<file path="src/hdl/sosc_params.svh">
`ifndef SOSC_PARAMS_SVH
`define SOSC_PARAMS_SVH

// ----------------------------------------
// Word layout
// ----------------------------------------
// One bit per output, bit 7 goes first on the wire
`define SOSC_WORD_W 8
// Smallest channel count the shifter can serve
`define SOSC_CH_MIN 2
// Entries of the command buffer
`define SOSC_BUF_DEPTH 2

// ----------------------------------------
// Timing
// ----------------------------------------
`define SOSC_CLK_NS 10
// Least low time of the reset pin the host must give
`define SOSC_RST_MIN_NS 250
`define SOSC_RST_MIN_CYC ((`SOSC_RST_MIN_NS + `SOSC_CLK_NS - 1) / `SOSC_CLK_NS)

`endif

</file>
<file path="src/hdl/sosc_pkg.sv">
`default_nettype none
`include "sosc_params.svh"

package sosc_pkg;
  // Serial frame state
  typedef enum logic {
    SOSC_IDLE = 1'h0,
    SOSC_ACTIVE = 1'h1
  } sosc_frame_e;

  typedef logic [`SOSC_WORD_W-1:0] sosc_word_t;
endpackage

`default_nettype wire

</file>
<file path="src/hdl/sosc_stream_if.sv">
`timescale 1ns/100ps
`default_nettype none

// Valid/ready word stream between the shifter, the buffer and the latches
interface sosc_stream_if #(
  parameter int W = 8
);
  logic valid;
  logic ready;
  logic [W-1:0] data;

  modport src (
    output valid,
    output data,
    input ready
  );
  modport snk (
    input valid,
    input data,
    output ready
  );
endinterface

`default_nettype wire

</file>
<file path="src/hdl/sosc_fifo.sv">
`timescale 1ns/100ps
`default_nettype none
`include "sosc_params.svh"

module sosc_fifo #(
  parameter int W = `SOSC_WORD_W,
  parameter int DEPTH = `SOSC_BUF_DEPTH
)(
  input wire logic clk,
  input wire logic rst,
  input wire logic flush,
  sosc_stream_if.snk wr,
  sosc_stream_if.src rd
);
  localparam int AW = (DEPTH > 1) ? $clog2(DEPTH) : 1;

  if (DEPTH < 2 || (1 << AW) != DEPTH) begin : g_bad_depth
    $error("sosc_fifo: DEPTH must be a power of two, at least 2");
  end

  // ----------------------------------------
  // Storage and pointers
  // ----------------------------------------
  logic [W-1:0] mem [DEPTH];
  logic [AW-1:0] wp, rp, next_wp, next_rp;
  logic [AW:0] cnt, next_cnt;
  logic push, pop;

  // Honest flags; full stalls the shifter's pending word
  assign wr.ready = (cnt != (AW+1)'(DEPTH));
  assign rd.valid = (cnt != '0);
  assign rd.data = mem[rp];
  assign push = wr.valid & wr.ready;
  assign pop = rd.valid & rd.ready;

  // Next pointer and count
  always_comb
  begin
    next_wp = wp + AW'(push);
    next_rp = rp + AW'(pop);
    next_cnt = cnt + (AW+1)'(push) - (AW+1)'(pop);
    if (rst | flush)
    begin
      next_wp = '0;
      next_rp = '0;
      next_cnt = '0;
    end
  end

  // Register pointers, write the slot
  always_ff @(posedge clk)
  begin
    wp <= next_wp;
    rp <= next_rp;
    cnt <= next_cnt;
    if (push)
      mem[wp] <= wr.data;
  end
endmodule

`default_nettype wire

</file>
<file path="src/hdl/sosc_chan.sv">
`timescale 1ns/100ps
`default_nettype none

module sosc_chan (
  input wire logic clk,
  input wire logic rst,
  input wire logic apply,
  input wire logic cmd_off,
  input wire logic strap_limit,
  input wire logic over_temp,
  input wire logic short_det,
  input wire logic open_load,
  input wire logic ov_global,
  output logic gate_on,
  output logic cur_limit,
  output logic status
);
  logic cmd_on, ot_lock, sc_lock;
  logic next_cmd_on, next_ot, next_sc, next_gate;

  // Latched command plus per-output fault locks
  always_comb
  begin
    // [RULE19] overheat locks off
    next_ot = ot_lock | over_temp;
    // [RULE7] short latches this output
    next_sc = sc_lock | (short_det & gate_on & ~strap_limit);
    next_cmd_on = cmd_on;
    if (apply)
    begin
      // [RULE12] low bit means on
      next_cmd_on = ~cmd_off;
      // [RULE21] restart only via write
      next_ot = over_temp;
      // A short still seen in the write cycle wins over the clear
      next_sc = short_det & gate_on & ~strap_limit;
    end
    // [RULE18] global overvoltage clears
    if (ov_global | rst)
    begin
      next_cmd_on = 1'h0;
      next_ot = 1'h0;
      next_sc = 1'h0;
    end
    // [RULE6] limit mode keeps gate
    next_gate = next_cmd_on & ~next_ot & ~next_sc & ~over_temp & ~ov_global & ~rst;
  end

  always_ff @(posedge clk)
  begin
    cmd_on <= next_cmd_on;
    ot_lock <= next_ot;
    sc_lock <= next_sc;
    gate_on <= next_gate;
  end

  // [RULE6] current limit flag
  assign cur_limit = gate_on & short_det & strap_limit;
  // [RULE17] four faults reach status
  // [RULE20] [RULE24] off high, on low
  assign status = (open_load & ~gate_on) ? 1'h0 : ((short_det & gate_on) ? 1'h1 : ~gate_on);
endmodule

`default_nettype wire

</file>
<file path="src/hdl/sosc_core.sv">
// Contract
// [RULE1] Reset clears shifter and latches, outputs off
// [RULE2] Host holds reset low at least 250 ns
// [RULE3] Undriven reset pin reads as asserted
// [RULE4] Host holds reset until supplies are good
// [RULE5] Host resets on low load supply
// [RULE6] Strap high: short stays on, current limited
// [RULE7] Strap low: short latches only that output
// [RULE8] Chip select fall enables output, loads status
// [RULE9] Chip select rise applies shifted command
// [RULE10] Serial output advances on clock rise
// [RULE11] Serial input sampled on clock fall
// [RULE12] Eight bits, zero on, one off
// [RULE13] Status shows result of previous command
// [RULE14] Host compares repeated status by XOR
// [RULE15] Host spaces checking writes over 100 us
// [RULE16] Host repeats word quickly for loopback
// [RULE17] Status shows four fault kinds
// [RULE18] Overvoltage global off, others per output
// [RULE19] Overheat turns off only that output
// [RULE20] Overheated output reports off when commanded on
// [RULE21] Recovery needs a new on command
// [RULE22] Select high: ignore clock, output high impedance
// [RULE23] Most significant bit first, output 7 first
// [RULE24] Status high off, low on when unfaulted
// [RULE25] Host keeps clock low at select edges
// [RULE26] Reset wins over any latch event
`timescale 1ns/100ps
`default_nettype none
`include "sosc_params.svh"

module sosc_core #(
  parameter int CH = `SOSC_WORD_W
)(
  input wire logic clk,
  input wire logic rst,
  input wire logic reset_pin_n,
  input wire logic cs_n,
  input wire logic sclk,
  input wire logic si,
  input wire logic short_latch_disable_strap,
  input wire logic load_supply_ov,
  input wire logic [CH-1:0] over_temp,
  input wire logic [CH-1:0] short_det,
  input wire logic [CH-1:0] open_load,
  output logic so,
  output logic so_oe,
  output logic reset_pulldown_en,
  output logic [CH-1:0] gate_on,
  output logic [CH-1:0] cur_limit
);
  localparam int SW = 3 * CH + 6;
  localparam logic [CH-1:0] ALL_OFF = {CH{1'h1}};
  localparam logic [CH-1:0] ALL_ZERO = {CH{1'h0}};

  if (CH < `SOSC_CH_MIN || CH > 32) begin : g_bad_ch
    $error("sosc_core: CH out of range");
  end

  // ----------------------------------------
  // Helpers
  // ----------------------------------------
  function automatic logic rose(input logic now, input logic was);
    return now & ~was;
  endfunction

  function automatic logic fell(input logic now, input logic was);
    return ~now & was;
  endfunction

  // ----------------------------------------
  // Pin synchronisers
  // ----------------------------------------
  logic [SW-1:0] pin_raw, pin_meta, pin_sync;
  logic rst_pin_s, cs_s, sclk_s, si_s, strap_s, ov_s;
  logic [CH-1:0] ot_s, sc_s, ol_s;

  assign pin_raw = {reset_pin_n, cs_n, sclk, si, short_latch_disable_strap,
                    load_supply_ov, over_temp, short_det, open_load};

  // Two stages; only the second is read by logic
  always_ff @(posedge clk)
  begin
    pin_meta <= pin_raw;
    pin_sync <= pin_meta;
  end

  assign {rst_pin_s, cs_s, sclk_s, si_s, strap_s, ov_s, ot_s, sc_s, ol_s} = pin_sync;

  // ----------------------------------------
  // Reset
  // ----------------------------------------
  logic chip_rst;

  // [RULE3] pad pull-down always on
  assign reset_pulldown_en = 1'h1;
  // [RULE26] reset overrides the frame
  assign chip_rst = rst | ~rst_pin_s;

  // ----------------------------------------
  // Frame shifter
  // ----------------------------------------
  sosc_pkg::sosc_frame_e state, next_state;
  logic [CH-1:0] shreg, next_shreg;
  logic [CH-1:0] pend_data, next_pend_data;
  logic [CH-1:0] status_vec;
  logic pend_valid, next_pend_valid;
  logic next_so, next_so_oe;
  logic cs_d, sclk_d;
  logic cs_fall, cs_rise, sclk_rise, sclk_fall;

  sosc_stream_if #(.W(CH)) wr_s ();
  sosc_stream_if #(.W(CH)) rd_s ();

  // Edges rely on the host keeping the clock low at select edges
  // [RULE25] clean select edges assumed
  assign cs_fall = fell(cs_s, cs_d);
  assign cs_rise = rose(cs_s, cs_d);
  assign sclk_rise = rose(sclk_s, sclk_d);
  assign sclk_fall = fell(sclk_s, sclk_d);

  // Next values of the frame logic
  always_comb
  begin
    next_state = state;
    next_shreg = shreg;
    next_so = so;
    next_pend_data = pend_data;
    // Pending word stays until the buffer takes it
    next_pend_valid = pend_valid & ~wr_s.ready;
    // [RULE22] driver off while deselected
    next_so_oe = ~cs_s;
    case (state)
      sosc_pkg::SOSC_IDLE:
      begin
        // [RULE8] status parallel load
        if (cs_fall)
        begin
          next_state = sosc_pkg::SOSC_ACTIVE;
          // [RULE13] status of last command
          next_shreg = status_vec;
          next_so = status_vec[CH-1];
        end
      end
      sosc_pkg::SOSC_ACTIVE:
      begin
        if (cs_rise)
        begin
          // [RULE9] hand word to latches
          next_state = sosc_pkg::SOSC_IDLE;
          next_pend_valid = 1'h1;
          next_pend_data = shreg;
        end
        else if (sclk_rise)
        begin
          // [RULE10] present next bit
          next_so = shreg[CH-1];
        end
        else if (sclk_fall)
        begin
          // [RULE11] sample on falling edge
          // [RULE23] shift toward the top bit
          next_shreg = {shreg[CH-2:0], si_s};
        end
      end
      default:
      begin
        next_state = sosc_pkg::SOSC_IDLE;
      end
    endcase
    // [RULE1] reset clears the shifter
    if (chip_rst)
    begin
      next_state = sosc_pkg::SOSC_IDLE;
      next_shreg = ALL_OFF;
      next_pend_valid = 1'h0;
    end
  end

  // Register the frame; serial output ignores the reset pin
  always_ff @(posedge clk)
  begin
    if (rst)
    begin
      state <= sosc_pkg::SOSC_IDLE;
      shreg <= ALL_OFF;
      pend_valid <= 1'h0;
      pend_data <= ALL_OFF;
      so <= 1'h0;
      so_oe <= 1'h0;
      cs_d <= 1'h1;
      sclk_d <= 1'h0;
    end
    else
    begin
      state <= next_state;
      shreg <= next_shreg;
      pend_valid <= next_pend_valid;
      pend_data <= next_pend_data;
      so <= next_so;
      so_oe <= next_so_oe;
      cs_d <= cs_s;
      sclk_d <= sclk_s;
    end
  end

  // ----------------------------------------
  // Command buffer
  // ----------------------------------------
  logic apply;

  assign wr_s.valid = pend_valid;
  assign wr_s.data = pend_data;
  // Latches stall during overvoltage; the flush drops stale words
  assign rd_s.ready = ~ov_s;
  assign apply = rd_s.valid & rd_s.ready;

  sosc_fifo #(
    .W(CH),
    .DEPTH(`SOSC_BUF_DEPTH)
  ) u_buf (
    .clk(clk),
    .rst(chip_rst),
    .flush(ov_s),
    .wr(wr_s),
    .rd(rd_s)
  );

  // ----------------------------------------
  // Output channels
  // ----------------------------------------
  // Each output keeps its own faults; only overvoltage is shared
  for (genvar i = 0; i < CH; i++) begin : g_ch
    sosc_chan u_ch (
      .clk(clk),
      .rst(chip_rst),
      .apply(apply),
      .cmd_off(rd_s.data[i]),
      .strap_limit(strap_s),
      .over_temp(ot_s[i]),
      .short_det(sc_s[i]),
      .open_load(ol_s[i]),
      .ov_global(ov_s),
      .gate_on(gate_on[i]),
      .cur_limit(cur_limit[i]),
      .status(status_vec[i])
    );
  end
endmodule

`default_nettype wire

</file>
<file path="config.mk">
export PLATFORM = sky130hd
export DESIGN_NAME = sosc_core
export DESIGN_NICKNAME = d
export VERILOG_FILES = /design/src/hdl/sosc_pkg.sv /design/src/hdl/sosc_stream_if.sv /design/src/hdl/sosc_fifo.sv /design/src/hdl/sosc_chan.sv /design/src/hdl/sosc_core.sv
export VERILOG_INCLUDE_DIRS = /design/src /design/src/hdl
export SDC_FILE = /design/constraint.sdc
export NUM_CORES = 1
export LEC_CHECK = 0
export BUFFER_PORTS_ARGS = -buffer_cell sky130_fd_sc_hd__buf_2
export CAP_MARGIN = 20
export CORE_ASPECT_RATIO = 0.8
export CORE_MARGIN = 10
export CORE_UTILIZATION = 55
export DETAILED_ROUTE_END_ITERATION = 16
export PLACE_DENSITY_LB_ADDON = 0.15
export SLEW_MARGIN = 40
export SYNTH_ARGS = -nofsm -noshare
export SYNTH_HDL_FRONTEND = slang
export SYNTH_HIERARCHICAL = 1
export SYNTH_SLANG_ARGS = --single-unit
</file>
<file path="constraint.sdc">
create_clock -name clk -period 2.4 [get_ports clk]
set_input_delay 0.36 -clock clk [delete_from_list [all_inputs] [get_ports clk]]
set_output_delay 0.36 -clock clk [all_outputs]
set_load 0.01 [all_outputs]
</file>
## Yosys cells after proc, flatten, opt, wreduce, memory -nomap -nowiden

Memory sizes are Yosys's and may differ from the RTL's. A register that Yosys moved wholly into a read port is not among the register bits.
Cells that the tools add are included.

| cells by class | value |
|---|---|
| add/sub/neg operators | 4 |
| multiply operators | 0 |
| div/mod/pow operators | 0 |
| $lt $le $gt $ge | 0 |
| eq/ne operators | 6 |
| shift operators | 0 |
| mux-type cells | 81 |
| bitwise gates (word level) | 147 |
| reductions and logical operators | 5 |

Operator list:

| kind | number |
|---|---|
| $and A1 B1 Y1 | 79 |
| $mux W1 | 74 |
| $not A1 Y1 | 50 |
| $mux W8 | 4 |
| $or A1 B1 Y1 | 18 |
| $pmux W8 S2 | 1 |
| $ne A2 B2 Y1 const B | 4 |
| $ne A2 B1 Y1 const B | 2 |
| $pmux W1 S2 | 2 |
| $reduce_and A4 Y1 | 1 |
| $reduce_and A3 Y1 | 1 |
| $add A1 B1 Y1 | 2 |
| $add A2 B1 Y2 | 1 |
| $reduce_and A2 Y1 | 1 |
| $reduce_bool A2 Y1 | 1 |
| $reduce_or A2 Y1 | 1 |
| $sub A2 B1 Y2 | 1 |

| storage, ports and cells | value |
|---|---|
| register bits after elaboration | 118 |
| bits in latches | 0 |
| bits in writable memories | 16 |
| ROM bits | 0 |
| input bits | 32 |
| output and inout bits | 19 |
| memories | 1 |

Memories:

| name | depth | bits a word | read ports | clocked after memory_dff | wr ports | RTL line | text |
|---|---|---|---|---|---|---|---|
| u_buf.mem | 2 | 8 | 1 | 1 | 1 | sosc_fifo.sv:24 | `logic [W-1:0] mem [DEPTH];` |

## Longest topological paths before layout

Gate-level depths: netlist (run 1).

| logic depth | value |
|---|---|
| word-level depth | 10 |
| gate-level depth with buffers | 6 |
| gate-level depth less buffers | 6 |

## Modules after synthesis

The synthesis (run 1) kept the hierarchy.

Modules (own cells, without submodules):

| module | instances | cells an instance | area each (µm²) | sequential area each (µm²) |
|---|---|---|---|---|
| sosc_core | 1 | 169 | 2182.1 | 1641.6 |
| sosc_chan | 8 | 18 | 170.2 | 80.1 |
| sosc_fifo | 1 | 49 | 829.5 | 560.5 |

## Worst setup path after synthesis (run 1)

OpenSTA, ideal clock, no wires.

| path | value |
|---|---|
| kind | register to register |
| start point | reg pin_sync[24] |
| end point | reg g_ch[0].u_ch.gate_on |
| library setup time | 61 ps |
| arrival time | 2155 ps |
| required time | 2339 ps |
| setup slack | 184 ps |
| cell stages (with the launch flop) | 4 |
| path buffers | 0 |
| clock period less this slack | 2216 ps |
| cell sequence | dfxtp_1 -> nor2b_1 -> o21ai_0 -> and4b_1 |

| on the way | value |
|---|---|
| word-level cells in the longest chain between the ends | 10 |

Ends and longest elaborated chain:

| element | RTL line | text |
|---|---|---|
| start: declaration | sosc_core.sv:74 | `logic [SW-1:0] pin_raw, pin_meta, pin_sync;` |
| start signal: assignment | sosc_core.sv:85 | `pin_sync <= pin_meta;` |
| $not A1 Y1 * | sosc_core.sv:215 | `assign rd_s.ready = ~ov_s;` |
| $and A1 B1 Y1 * | sosc_core.sv:216 | `assign apply = rd_s.valid & rd_s.ready;` |
| named net apply | sosc_core.sv:210 | `logic apply;` |
| $mux W1 | sosc_chan.sv:29 | `if (apply)` |
| $mux W1 | sosc_chan.sv:39 | `if (ov_global \| rst)` |
| $not A1 Y1 | sosc_chan.sv:46 | `next_gate = next_cmd_on & ~next_ot & ~next_sc & ~over_temp & ~ov_global & ~rst;` |
| $and A1 B1 Y1 | sosc_chan.sv:46 |  |
| $and A1 B1 Y1 * (4 in series) | sosc_chan.sv:46 |  |
| named net g_ch[0].u_ch.next_gate | sosc_chan.sv:19 | `logic next_cmd_on, next_ot, next_sc, next_gate;` |
| end signal: assignment | sosc_chan.sv:54 | `gate_on <= next_gate;` |
| end: declaration | sosc_chan.sv:14 | `output logic gate_on,` |

The timed path passes the listed nets; every way through them passes the cells marked *.
A chain may end at the register's enable or synchronous reset.

## Final worst setup path (run 1)

| path | value |
|---|---|
| start point | reg pin_sync[25] |
| end point | out cur_limit[0] |

| on the way | value |
|---|---|
| word-level cells in the longest chain between the ends | 1 |

Ends and longest elaborated chain:

| element | RTL line | text |
|---|---|---|
| $and A1 B1 Y1 | sosc_chan.sv:58 | `assign cur_limit = gate_on & short_det & strap_limit;` |
| end: declaration | sosc_core.sv:50 | `output logic [CH-1:0] cur_limit` |

No other way between the ends.

==> flow_summary.yaml, run 1 <==
cells_and_area:
  fillers: 528
  final_area_sq_um: 5640
  seq_area_sq_um: 2840
  drive_gt1_frac: 0.286
  syn_to_final_growth_pct: 28.9
  layoutNonFillerInstCount: 574
  final_util: 0.745
  multi_input_area_sq_um: 1420
  nNetsFinal: 491
  n_antenna_cell: 0
worst_setup_path:
  slowest_delay_ns: 0.37
  cp_slowest_cell: "dfxtp_1"
  start_kind: "flip-flop"
  crit_buf_inv: 2
  cp-end-kind: "primary output"
  crit_chain: "buf_4 -> and3_2 -> buf_2"
  cp_top_family: "buffers and inverters"
  arrival_ns: 1.49
  critical_path_class: "flip-flop to primary output"
  r2r-end: "g_ch[2].u_ch/gate_on"
  ff2ff_path_depth: 5
  crit_fanout: 13
  reg2reg_from: "u_buf/cnt[1]"
  worstPathRequired_ns: 2.04
  reg2reg_slack_ns: 0.63
global_routing:
  antenna_found_initial: 0
  grtUsageTotal: 0.155
  grt_pass1_wl_mm: 14.7
  grt_pass1_vias: 3062
  grt_max_degree: 37
  grt_overflow: 0
power:
  ir_worst_vdd_mv: 0.859
  total_power_mw: 5.03
  p_leak_nw: 2.37
  p_per_area_nw_per_um2: 893
drt:
  routed_via_density: 5.01
  firstDrtPassIters: 4
  drtAntennaViolNets: 0
  via_count: 2876
  avgRoutedWirePerCell_um: 15.2
  drtIter0Drc: 109
  drc: 0
  wirelength_mm: 8.71
cts:
  cts_root_buffer: "clkbuf_8"
  clock_latency_ns: 0.52
  path_clk_slew_ns: 0.06
  cts_tree: "yes"
  clk_path_buf_depth: 2
  post_cts_buffers: 0
  cts_buffers: 17
  htree_levels: 4
  cts_sinks: 134
logic_synthesis:
  synth.top_cell.area_share: 0.540
  synth_area_leaders: "dfxtp_1 (54%), edfxtp_1 (11%), mux2i_1 (3.9%)"
  syn-num-nets: 396
  ys_ff_latch: 134
  yosysTopAreaCell: "dfxtp_1"
  ys_warn_count: 6
  synth_cell_types: 39
  syn-instance-count: 362
  yosysSeqAreaShare: 0.650
  syn_area_per_cell_sq_um: 12.1
  syn_area_sq_um: 4370
hold_path:
  hold_depth: 2
  hp-class: "input port to flip-flop"
  worstHoldEndpoint: "sclk_d"
  hold_start: "rst"
sta:
  timing.final.crit_period_ns: 1.85
  finClkSkew_ns: 0.00548
  drv_slew: 0
  rsz0062_at_grt: "no"
  worst_pin_slew_ns: 0.650
  finalHoldViolCount: 0
  slew_headroom: 0.566
  tns_ns: 0
  period_share: 0.773
  setup_viol: 0
  fmax_ghz: 0.539
die:
  initial_core_util: 0.578
  row_count: 28
  io_pins: 51
  core_area_sq_um: 7570
  die_w_um: 120
  die_area_sq_um: 11900
  die_y_um: 99.8
place:
  port_buffers: 49
  gp_congestion: 0.760
  dp_cells: 513
  hpwl_mm: 5.48
  place_area_sq_um: 4760
flow_run:
  drv_cap: 0
run_status:
  status: "complete, no violations"
-- cells by family after synthesis --
family	count (synthesis)	synth area share
multiplexers	26	0.0621
buffers and inverters	29	0.0272
adder cells (fa/ha/maj)	2	0.00572
flip-flops	134	0.650
other	1	0.000858
AO/OA/AOI/OAI	39	0.0827
XOR/XNOR	1	0.00200
AND/OR/NAND/NOR	130	0.169
-- where the power goes --
| part | internal, mW | switching, mW |
|---|---|---|
| combinational | 0.0965 | 0.0857 |
| clock | 1.56 | 0.929 |
| sequential | 2.33 | 0.0304 |
| total | 3.99 | 1.04 |
-- per-layer routing --
metal,vias up,share of wire,GRT usage
li1,1446,-,-
met1,1355,0.46,0.178
met2,61,0.48,0.249
met3,14,0.045,0.0559
met4,0,0.016,0.0815
met5,-,0,0
-- cells in the mapped netlist, drive strengths merged --
master / n
xor2: 1
nor2b: 12
nor2: 19
nand2: 32
nor4: 2
and2: 1
o21ai: 9
a41oi: 2
nor3: 26
ha: 2
nor3b: 2
dfxtp: 118
mux2i: 17
nand2b: 4
conb: 1
nor4bb: 1
a21oi: 10
a2bb2oi: 8
mux2: 9
or2: 2
and3: 10
nand3: 1
and4b: 8
edfxtp: 16
clkbuf: 2
and3b: 1
inv: 21
o221a: 1
nand3b: 9
buf: 6
a211oi: 8
o31a: 1
-- state kept, by name (all words and copies together), names as in the netlist, 2 cells and up --
signal and cells:
u_buf/cnt 2, g_ch.u_ch/cmd_on 8, pin_meta 30, pend_data 8
pin_sync 30, g_ch.u_ch/sc_lock 8, u_buf/mem 16, g_ch.u_ch/ot_lock 8
g_ch.u_ch/gate_on 8, shreg 8
-- what timing repair did --
item	in CTS	in global routing
endpoints found under the setup margin	0	0
hold buffers	30	0
hold endpoints to repair	30	0
resized for setup	0	0
-- how the worst max path moves through the flow --
| stage | from | end | slack, ns | depth (start not counted) |
|---|---|---|---|---|
| 2_1_floorplan | pin_sync[24] | g_ch[0].u_ch/gate_on | 0.18 | 3 |
| 3_3_place_gp | u_buf/cnt[1] | g_ch[7].u_ch/gate_on | 0.45 | 5 |
| 3_5_place_dp | rst | shreg[7] | 0.54 | 5 |
| 4_1_cts | pin_sync[25] | cur_limit[0] | 0.50 | 3 |
| 5_1_grt | pin_sync[25] | cur_limit[0] | 0.45 | 3 |
| 6_report | pin_sync[25] | cur_limit[0] | 0.55 | 3 |
-- worst register-to-register path, cell delays in order, from the launching register on --
cell and delay, ns:
dfxtp_1 0.43, or2_2 0.17, nor2b_4 0.56, nand2_1 0.12, o21ai_0 0.15, and4b_1 0.23
-- cells in the final DEF, fill, tap and decap left out, drive strengths merged, types with 2 or more instances in the layout --
cell type,count
dfxtp,118
buf,54
nand2,32
dlygate4sd3,30
nor3,26
inv,23
clkbuf,20
nor2,19
mux2i,17
edfxtp,16
nor2b,12
a21oi,10
and3,10
nand3b,9
mux2,9
o21ai,9
a211oi,8
a2bb2oi,8
and4b,8
nand2b,4
clkinv,4
clkinvlp,3
nor3b,2
or2,2
bufinv,2
ha,2
a41oi,2
nor4,2
-- metrics by stage --
| stage | hold slack, ns | setup WS (ns) |
|---|---|---|
| floorplan | 0.310 | 0.184 |
| global placement | 0.310 | 0.453 |
| detailed placement | 0.312 | 0.541 |
| CTS | 0.127 | 0.500 |
| global route | 0.167 | 0.451 |
| finish | 0.148 | 0.546 |
-- cell type report --
type,instances,share of cell area
Inverter,21,0.0140
Tap cell,105,0.0233
Multi-Input combinational cell,199,0.252
Clock inverter,11,0.0218
Clock buffer,20,0.0810
Timing Repair Buffer,84,0.103
Sequential cell,134,0.504
No activity file was read; power rests on OpenSTA's default activity.
==> inputs of run 2 (changes only) <==
clock period = 1.8 ns   (was 2.4 ns; I/O delays follow)
==> run 2 against run 1 <==
  * Via count increased by 0.59%
  * Combinational power up 37%
  * Highest routed layer unchanged
  * Critical path depth up 4
  * Wire length down 0.68%
==> flow_summary.yaml, run 2 (synthesis results as in run 1) <==
drt:
  firstDrtPassIters: 4
  drtAntennaViolNets: 0
  avgRoutedWirePerCell_um: 15.0
  wirelength_mm: 8.65
  routed_via_density: 5.01
  via_count: 2893
  drtIter0Drc: 158
  drc: 0
sta:
  fmax_ghz: 0.576
  slew_headroom: 0.586
  finClkSkew_ns: 0.0120
  period_share: 0.965
  drv_slew: 0
  timing.final.crit_period_ns: 1.74
  fin_ws_ns: 0.0628
  setup_viol: 0
  worst_pin_slew_ns: 0.619
  finalHoldViolCount: 0
die:
  initial_core_util: 0.578
  die_w_um: 120
  row_count: 28
  die_y_um: 99.8
  core_area_sq_um: 7570
  die_area_sq_um: 11900
  io_pins: 51
cts:
  clock_latency_ns: 0.52
  post_cts_buffers: 0
  path_clk_slew_ns: 0.06
  cts_tree: "yes"
  htree_levels: 4
  cts_sinks: 134
  cts_root_buffer: "clkbuf_8"
  clk_path_buf_depth: 2
  cts_buffers: 17
flow_run:
  drv_cap: 0
worst_setup_path:
  cp-end-kind: "flip-flop"
  worstPathRequired_ns: 2.20
  slowest_delay_ns: 0.32
  arrival_ns: 2.13
  cp_slowest_cell: "nor4_2"
  crit_fanout: 6
  critical_path_class: "flip-flop to flip-flop"
  start_kind: "flip-flop"
  cpMostUsedCell: "nor4_2"
  crit_chain: "buf_4 -> nand2b_1 -> and2_4 -> o221a_1 -> ha_1 -> nor4_2 -> nor4_2"
global_routing:
  grt_overflow: 0
  antenna_found_initial: 0
  grtUsageTotal: 0.156
  grt_max_degree: 25
  grt_pass1_wl_mm: 14.7
  grt_pass1_vias: 3118
power:
  total_power_mw: 6.57
  ir_worst_vdd_mv: 0.992
  p_per_area_nw_per_um2: 1170
  p_leak_nw: 2.38
cells_and_area:
  syn_to_final_growth_pct: 29.0
  nNetsFinal: 495
  final_area_sq_um: 5640
  n_antenna_cell: 0
  reg_top3: "pin_meta x30, pin_sync x30, u_buf/mem x16"
  final_cell_mix: "dfxtp_1 (117), buf_2 (49), nand2_1 (32)"
  final_common_cell: "dfxtp_1"
  drive_gt1_frac: 0.290
place:
  post-place-ws_ns: 0.0761
  place_area_sq_um: 4790
  gp_congestion: 0.764
  hpwl_mm: 5.46
  port_buffers: 49
hold_path:
  hp-class: "input port to flip-flop"
run_status:
  status: "complete, no violations"
==> run 2: changes by cell type in the layout (fill, tap and decap cells not counted), moves of 2 or more <==
| cell | delta |
|---|---|
| buf_4 | +4 |
| clkbuf_1 | +2 |
| clkinv_2 | +2 |
| clkinvlp_4 | -3 |
| inv_4 | -2 |
==> run 2: worst max-delay path: cells and delay by family (launching register included) <==
| kind | cells | cell delay (ns) |
|---|---|---|
| adders and majority gates | 1 | 0.21 |
| and+or+nand+nor | 4 | 0.73 |
| buffers and inverters | 1 | 0.15 |
| AOI/OAI and AO/OA | 1 | 0.22 |
| DFF | 1 | 0.30 |
==> run 2: path summary, 6_finish.rpt <==
check	start	end	slack (ns)	cells after the start
min reg2reg	pin_meta[5]	pin_sync[5]	0.32	0
max	u_buf/cnt[0]	u_buf/cnt[1]	0.06	7
max reg2reg	u_buf/cnt[0]	u_buf/cnt[1]	0.06	7
min	rst	sclk_d	0.06	2
==> run 2: final cells by class <==
class                   count  area (sq um)
inverters                  21          78.8
multi-input cells         199          1430
flip-flops and latches    134          2840
clock buffers              21           439
fillers                   546          1930
well taps                 105           131
clock inverters             9           106
repair buffers             88           613
==> run 2: metrics by stage <==
step	instances	TNS [ns]	hold WS, ns	utilization
after floorplan	362	0	0.298	-
after global placement	517	0	0.310	0.632
after detailed placement	517	0	0.312	0.633
after CTS	577	0	0.0371	0.745
after global routing	577	-0.0197	0.0533	0.745
final	577	0	0.0648	0.745
==> run 2: where the power goes <==
part / switching (mW) / leakage (nW) / total [mW] / internal (mW)
Sequential: 0.0401 / 1.16 / 3.15 / 3.11
Combinational: 0.117 / 0.951 / 0.249 / 0.132
Clock: 1.19 / 0.271 / 3.17 / 1.98
Total: 1.35 / 2.38 / 6.57 / 5.23
==> run 2: what timing repair did <==
item                       4_1_cts  5_1_grt
resized for setup                0        1
setup endpoints to repair        0        1
hold buffers                    30        0
hold endpoints to repair        30        0
==> run 2: layer usage <==
metal / vias up / wire length [um] / global-route usage
met1: 1382 / 3800 / 0.168
met2: 46 / 4320 / 0.260
met4: 0 / 160 / 0.0769
met5: - / 0 / 0
met3: 14 / 377 / 0.0650
li1: 1451 / - / -
==> inputs of run 3 (changes only) <==
--- a/config.mk
+++ b/config.mk
@@ -8,5 +8,5 @@
 export LEC_CHECK = 0
 export BUFFER_PORTS_ARGS = -buffer_cell sky130_fd_sc_hd__buf_2
-export CAP_MARGIN = 20
+export CAP_MARGIN = 30
 export CORE_ASPECT_RATIO = 0.8
 export CORE_MARGIN = 10
==> constraint.sdc (replaced) <==
create_clock -name clk -period 1.8 [get_ports clk]
set_input_delay 0 -clock clk [delete_from_list [all_inputs] [get_ports clk]]
set_output_delay 0 -clock clk [all_outputs]
set_load 0.01 [all_outputs]
==> run 3 against run 2 <==
  * Hold slack better by 0.041 ns
  * Final area up 1.5%
  * Total power up 5.4%
  * Via count up 1.7%
  * Sequential share of layout area down 0.73 points
  * Non-clock buffer count unchanged
  * Count of clock-buffer cells in the layout unchanged
  * Clock skew down 0.0019 ns
  * Core utilization up 1.1 points
  * Largest cell class unchanged
  * Largest power group unchanged
  * Highest routed layer unchanged
==> flow_summary.yaml, run 3 (synthesis results as in run 1) <==
hold_path:
  hold_start: "cs_n"
  worstHoldEndpoint: "pin_meta[28]"
  hp-class: "input port to flip-flop"
  hold_depth: 2
cts:
  htree_levels: 4
  cts_root_buffer: "clkbuf_8"
  cts_tree: "yes"
  cts_sinks: 134
  path_clk_slew_ns: 0.06
  post_cts_buffers: 0
  cts_buffers: 17
  clk_path_buf_depth: 2
  clock_latency_ns: 0.52
die:
  core_area_sq_um: 7570
  die_area_sq_um: 11900
  io_pins: 51
  die_w_um: 120
  initial_core_util: 0.578
  row_count: 28
  die_y_um: 99.8
worst_setup_path:
  crit_fanout: 6
  cp-end-kind: "flip-flop"
  r2r-end: "u_buf/cnt[1]"
  reg2reg_slack_ns: 0.12
  crit_chain: "buf_4 -> nand2b_1 -> and2_4 -> o221a_1 -> ha_2 -> nor4_2 -> nor4_2"
  critical_path_class: "flip-flop to flip-flop"
  worstPathRequired_ns: 2.20
  cp_slowest_cell: "dfxtp_1"
  slowest_delay_ns: 0.30
  reg2reg_from: "u_buf/cnt[0]"
  cpMostUsedCell: "nor4_2"
  start_kind: "flip-flop"
  ff2ff_path_depth: 7
  arrival_ns: 2.07
  critPathLaunch: "u_buf/cnt[0]"
global_routing:
  gr-max-usage-layer: "met2"
  gr-usage-met1: 0.171
  grt_overflow: 0
  grt_use_met3: 0.0689
  grtUsageTotal: 0.154
  use_met2: 0.251
  grt_pass1_vias: 3049
  grt_max_degree: 25
  grt_pass1_wl_mm: 14.5
  antenna_found_initial: 0
cells_and_area:
  final_common_cell: "dfxtp_1"
  final_area_sq_um: 5720
  fillers: 533
  nNetsFinal: 495
  n_antenna_cell: 0
  drive_gt1_frac: 0.296
  syn_to_final_growth_pct: 30.9
  reg_top3: "pin_meta x30, pin_sync x30, u_buf/mem x16"
  final_cell_mix: "dfxtp_1 (117), buf_2 (49), nand2_1 (32)"
sta:
  setup_viol: 0
  drv_slew: 0
  finalHoldViolCount: 0
  period_share: 0.932
  rsz0062_at_grt: "no"
  finClkSkew_ns: 0.0100
  timing.final.crit_period_ns: 1.68
  fmax_ghz: 0.596
  slew_headroom: 0.580
  whs_ns: 0.106
  worst_pin_slew_ns: 0.628
  tns_ns: 0
power:
  p_per_area_nw_per_um2: 1210
  ir_worst_vdd_mv: 0.997
  p_leak_nw: 2.41
drt:
  routed_via_density: 5.09
  drtAntennaViolNets: 0
  drtIter0Drc: 202
  drc: 0
  via_count: 2943
  avgRoutedWirePerCell_um: 15.3
  firstDrtPassIters: 5
  wirelength_mm: 8.85
place:
  gp_congestion: 0.760
  port_buffers: 49
  place_area_sq_um: 4780
  hpwl_mm: 5.52
run_status:
  status: "complete, no violations"
flow_run:
  drv_cap: 0
-- run 3: changes by cell type in the layout (fill, tap and decap cells not counted), sizes merged --
cell,before,now
buf,58,57
clkinv,7,4
dlygate4sd3,30,31
inv,21,22
clkinvlp,0,2
bufinv,2,3
-- run 3: critical path: cells and delay by family (launching register included) --
kind                       cells  cell delay [ns]
buffers and inverters          1             0.15
AOI/OAI and AO/OA              1             0.23
adders and majority gates      1             0.19
and+or+nand+nor                4             0.68
DFF                            1             0.30
-- run 3: report_power, final --
| group | switching (mW) | internal [mW] |
|---|---|---|
| sequential | 0.0400 | 3.11 |
| combinational | 0.117 | 0.132 |
| clock | 1.22 | 2.31 |
| total | 1.38 | 5.55 |
-- run 3: area by class of cell --
cell class / instances / area, sq um / share of cell area
well taps: 105 / 131 / 0.0230
flip-flops and latches: 134 / 2840 / 0.497
clock buffers: 21 / 482 / 0.0842
clock inverters: 10 / 141 / 0.0247
inverters: 21 / 78.8 / 0.0138
repair buffers: 88 / 616 / 0.108
multi-input cells: 199 / 1430 / 0.250
-- run 3: worst max-delay path by stage --
stage / end / cells past startpoint / slack (ns)
3_5_place_dp: u_buf/cnt[1] / 7 / 0.08
2_1_floorplan: u_buf/cnt[1] / 5 / 0.06
4_1_cts: u_buf/cnt[1] / 7 / 0.05
3_3_place_gp: g_ch[6].u_ch/gate_on / 4 / 0.04
6_report: u_buf/cnt[1] / 7 / 0.12
5_1_grt: u_buf/cnt[1] / 7 / 0.02
-- run 3: through the flow --
stage | setup slack, ns | std cells | util | power, mW
floorplan | 0.0601 | 362 | - | 3.32
global placement | 0.0358 | 516 | 0.631 | 3.40
detailed placement | 0.0796 | 516 | 0.632 | 3.41
CTS | 0.0537 | 578 | 0.756 | 6.99
global route | 0.0180 | 578 | 0.756 | 7.16
finish | 0.122 | 578 | 0.756 | 6.93
-- run 3: timing repair --
item                       4_1_cts  5_1_grt
hold endpoints to repair        42        0
resized for setup                1        1
pin swaps                        0        1
setup endpoints to repair        1        1
hold buffers                    31        0
-- run 3: routing by layer --
metal | wire (um) | part of all wire | vias to the layer above
met2 | 4420 | 0.50 | 77
met5 | 0 | 0 | -
met1 | 3870 | 0.44 | 1389
met3 | 431 | 0.049 | 15
li1 | - | - | 1462
met4 | 131 | 0.015 | 0
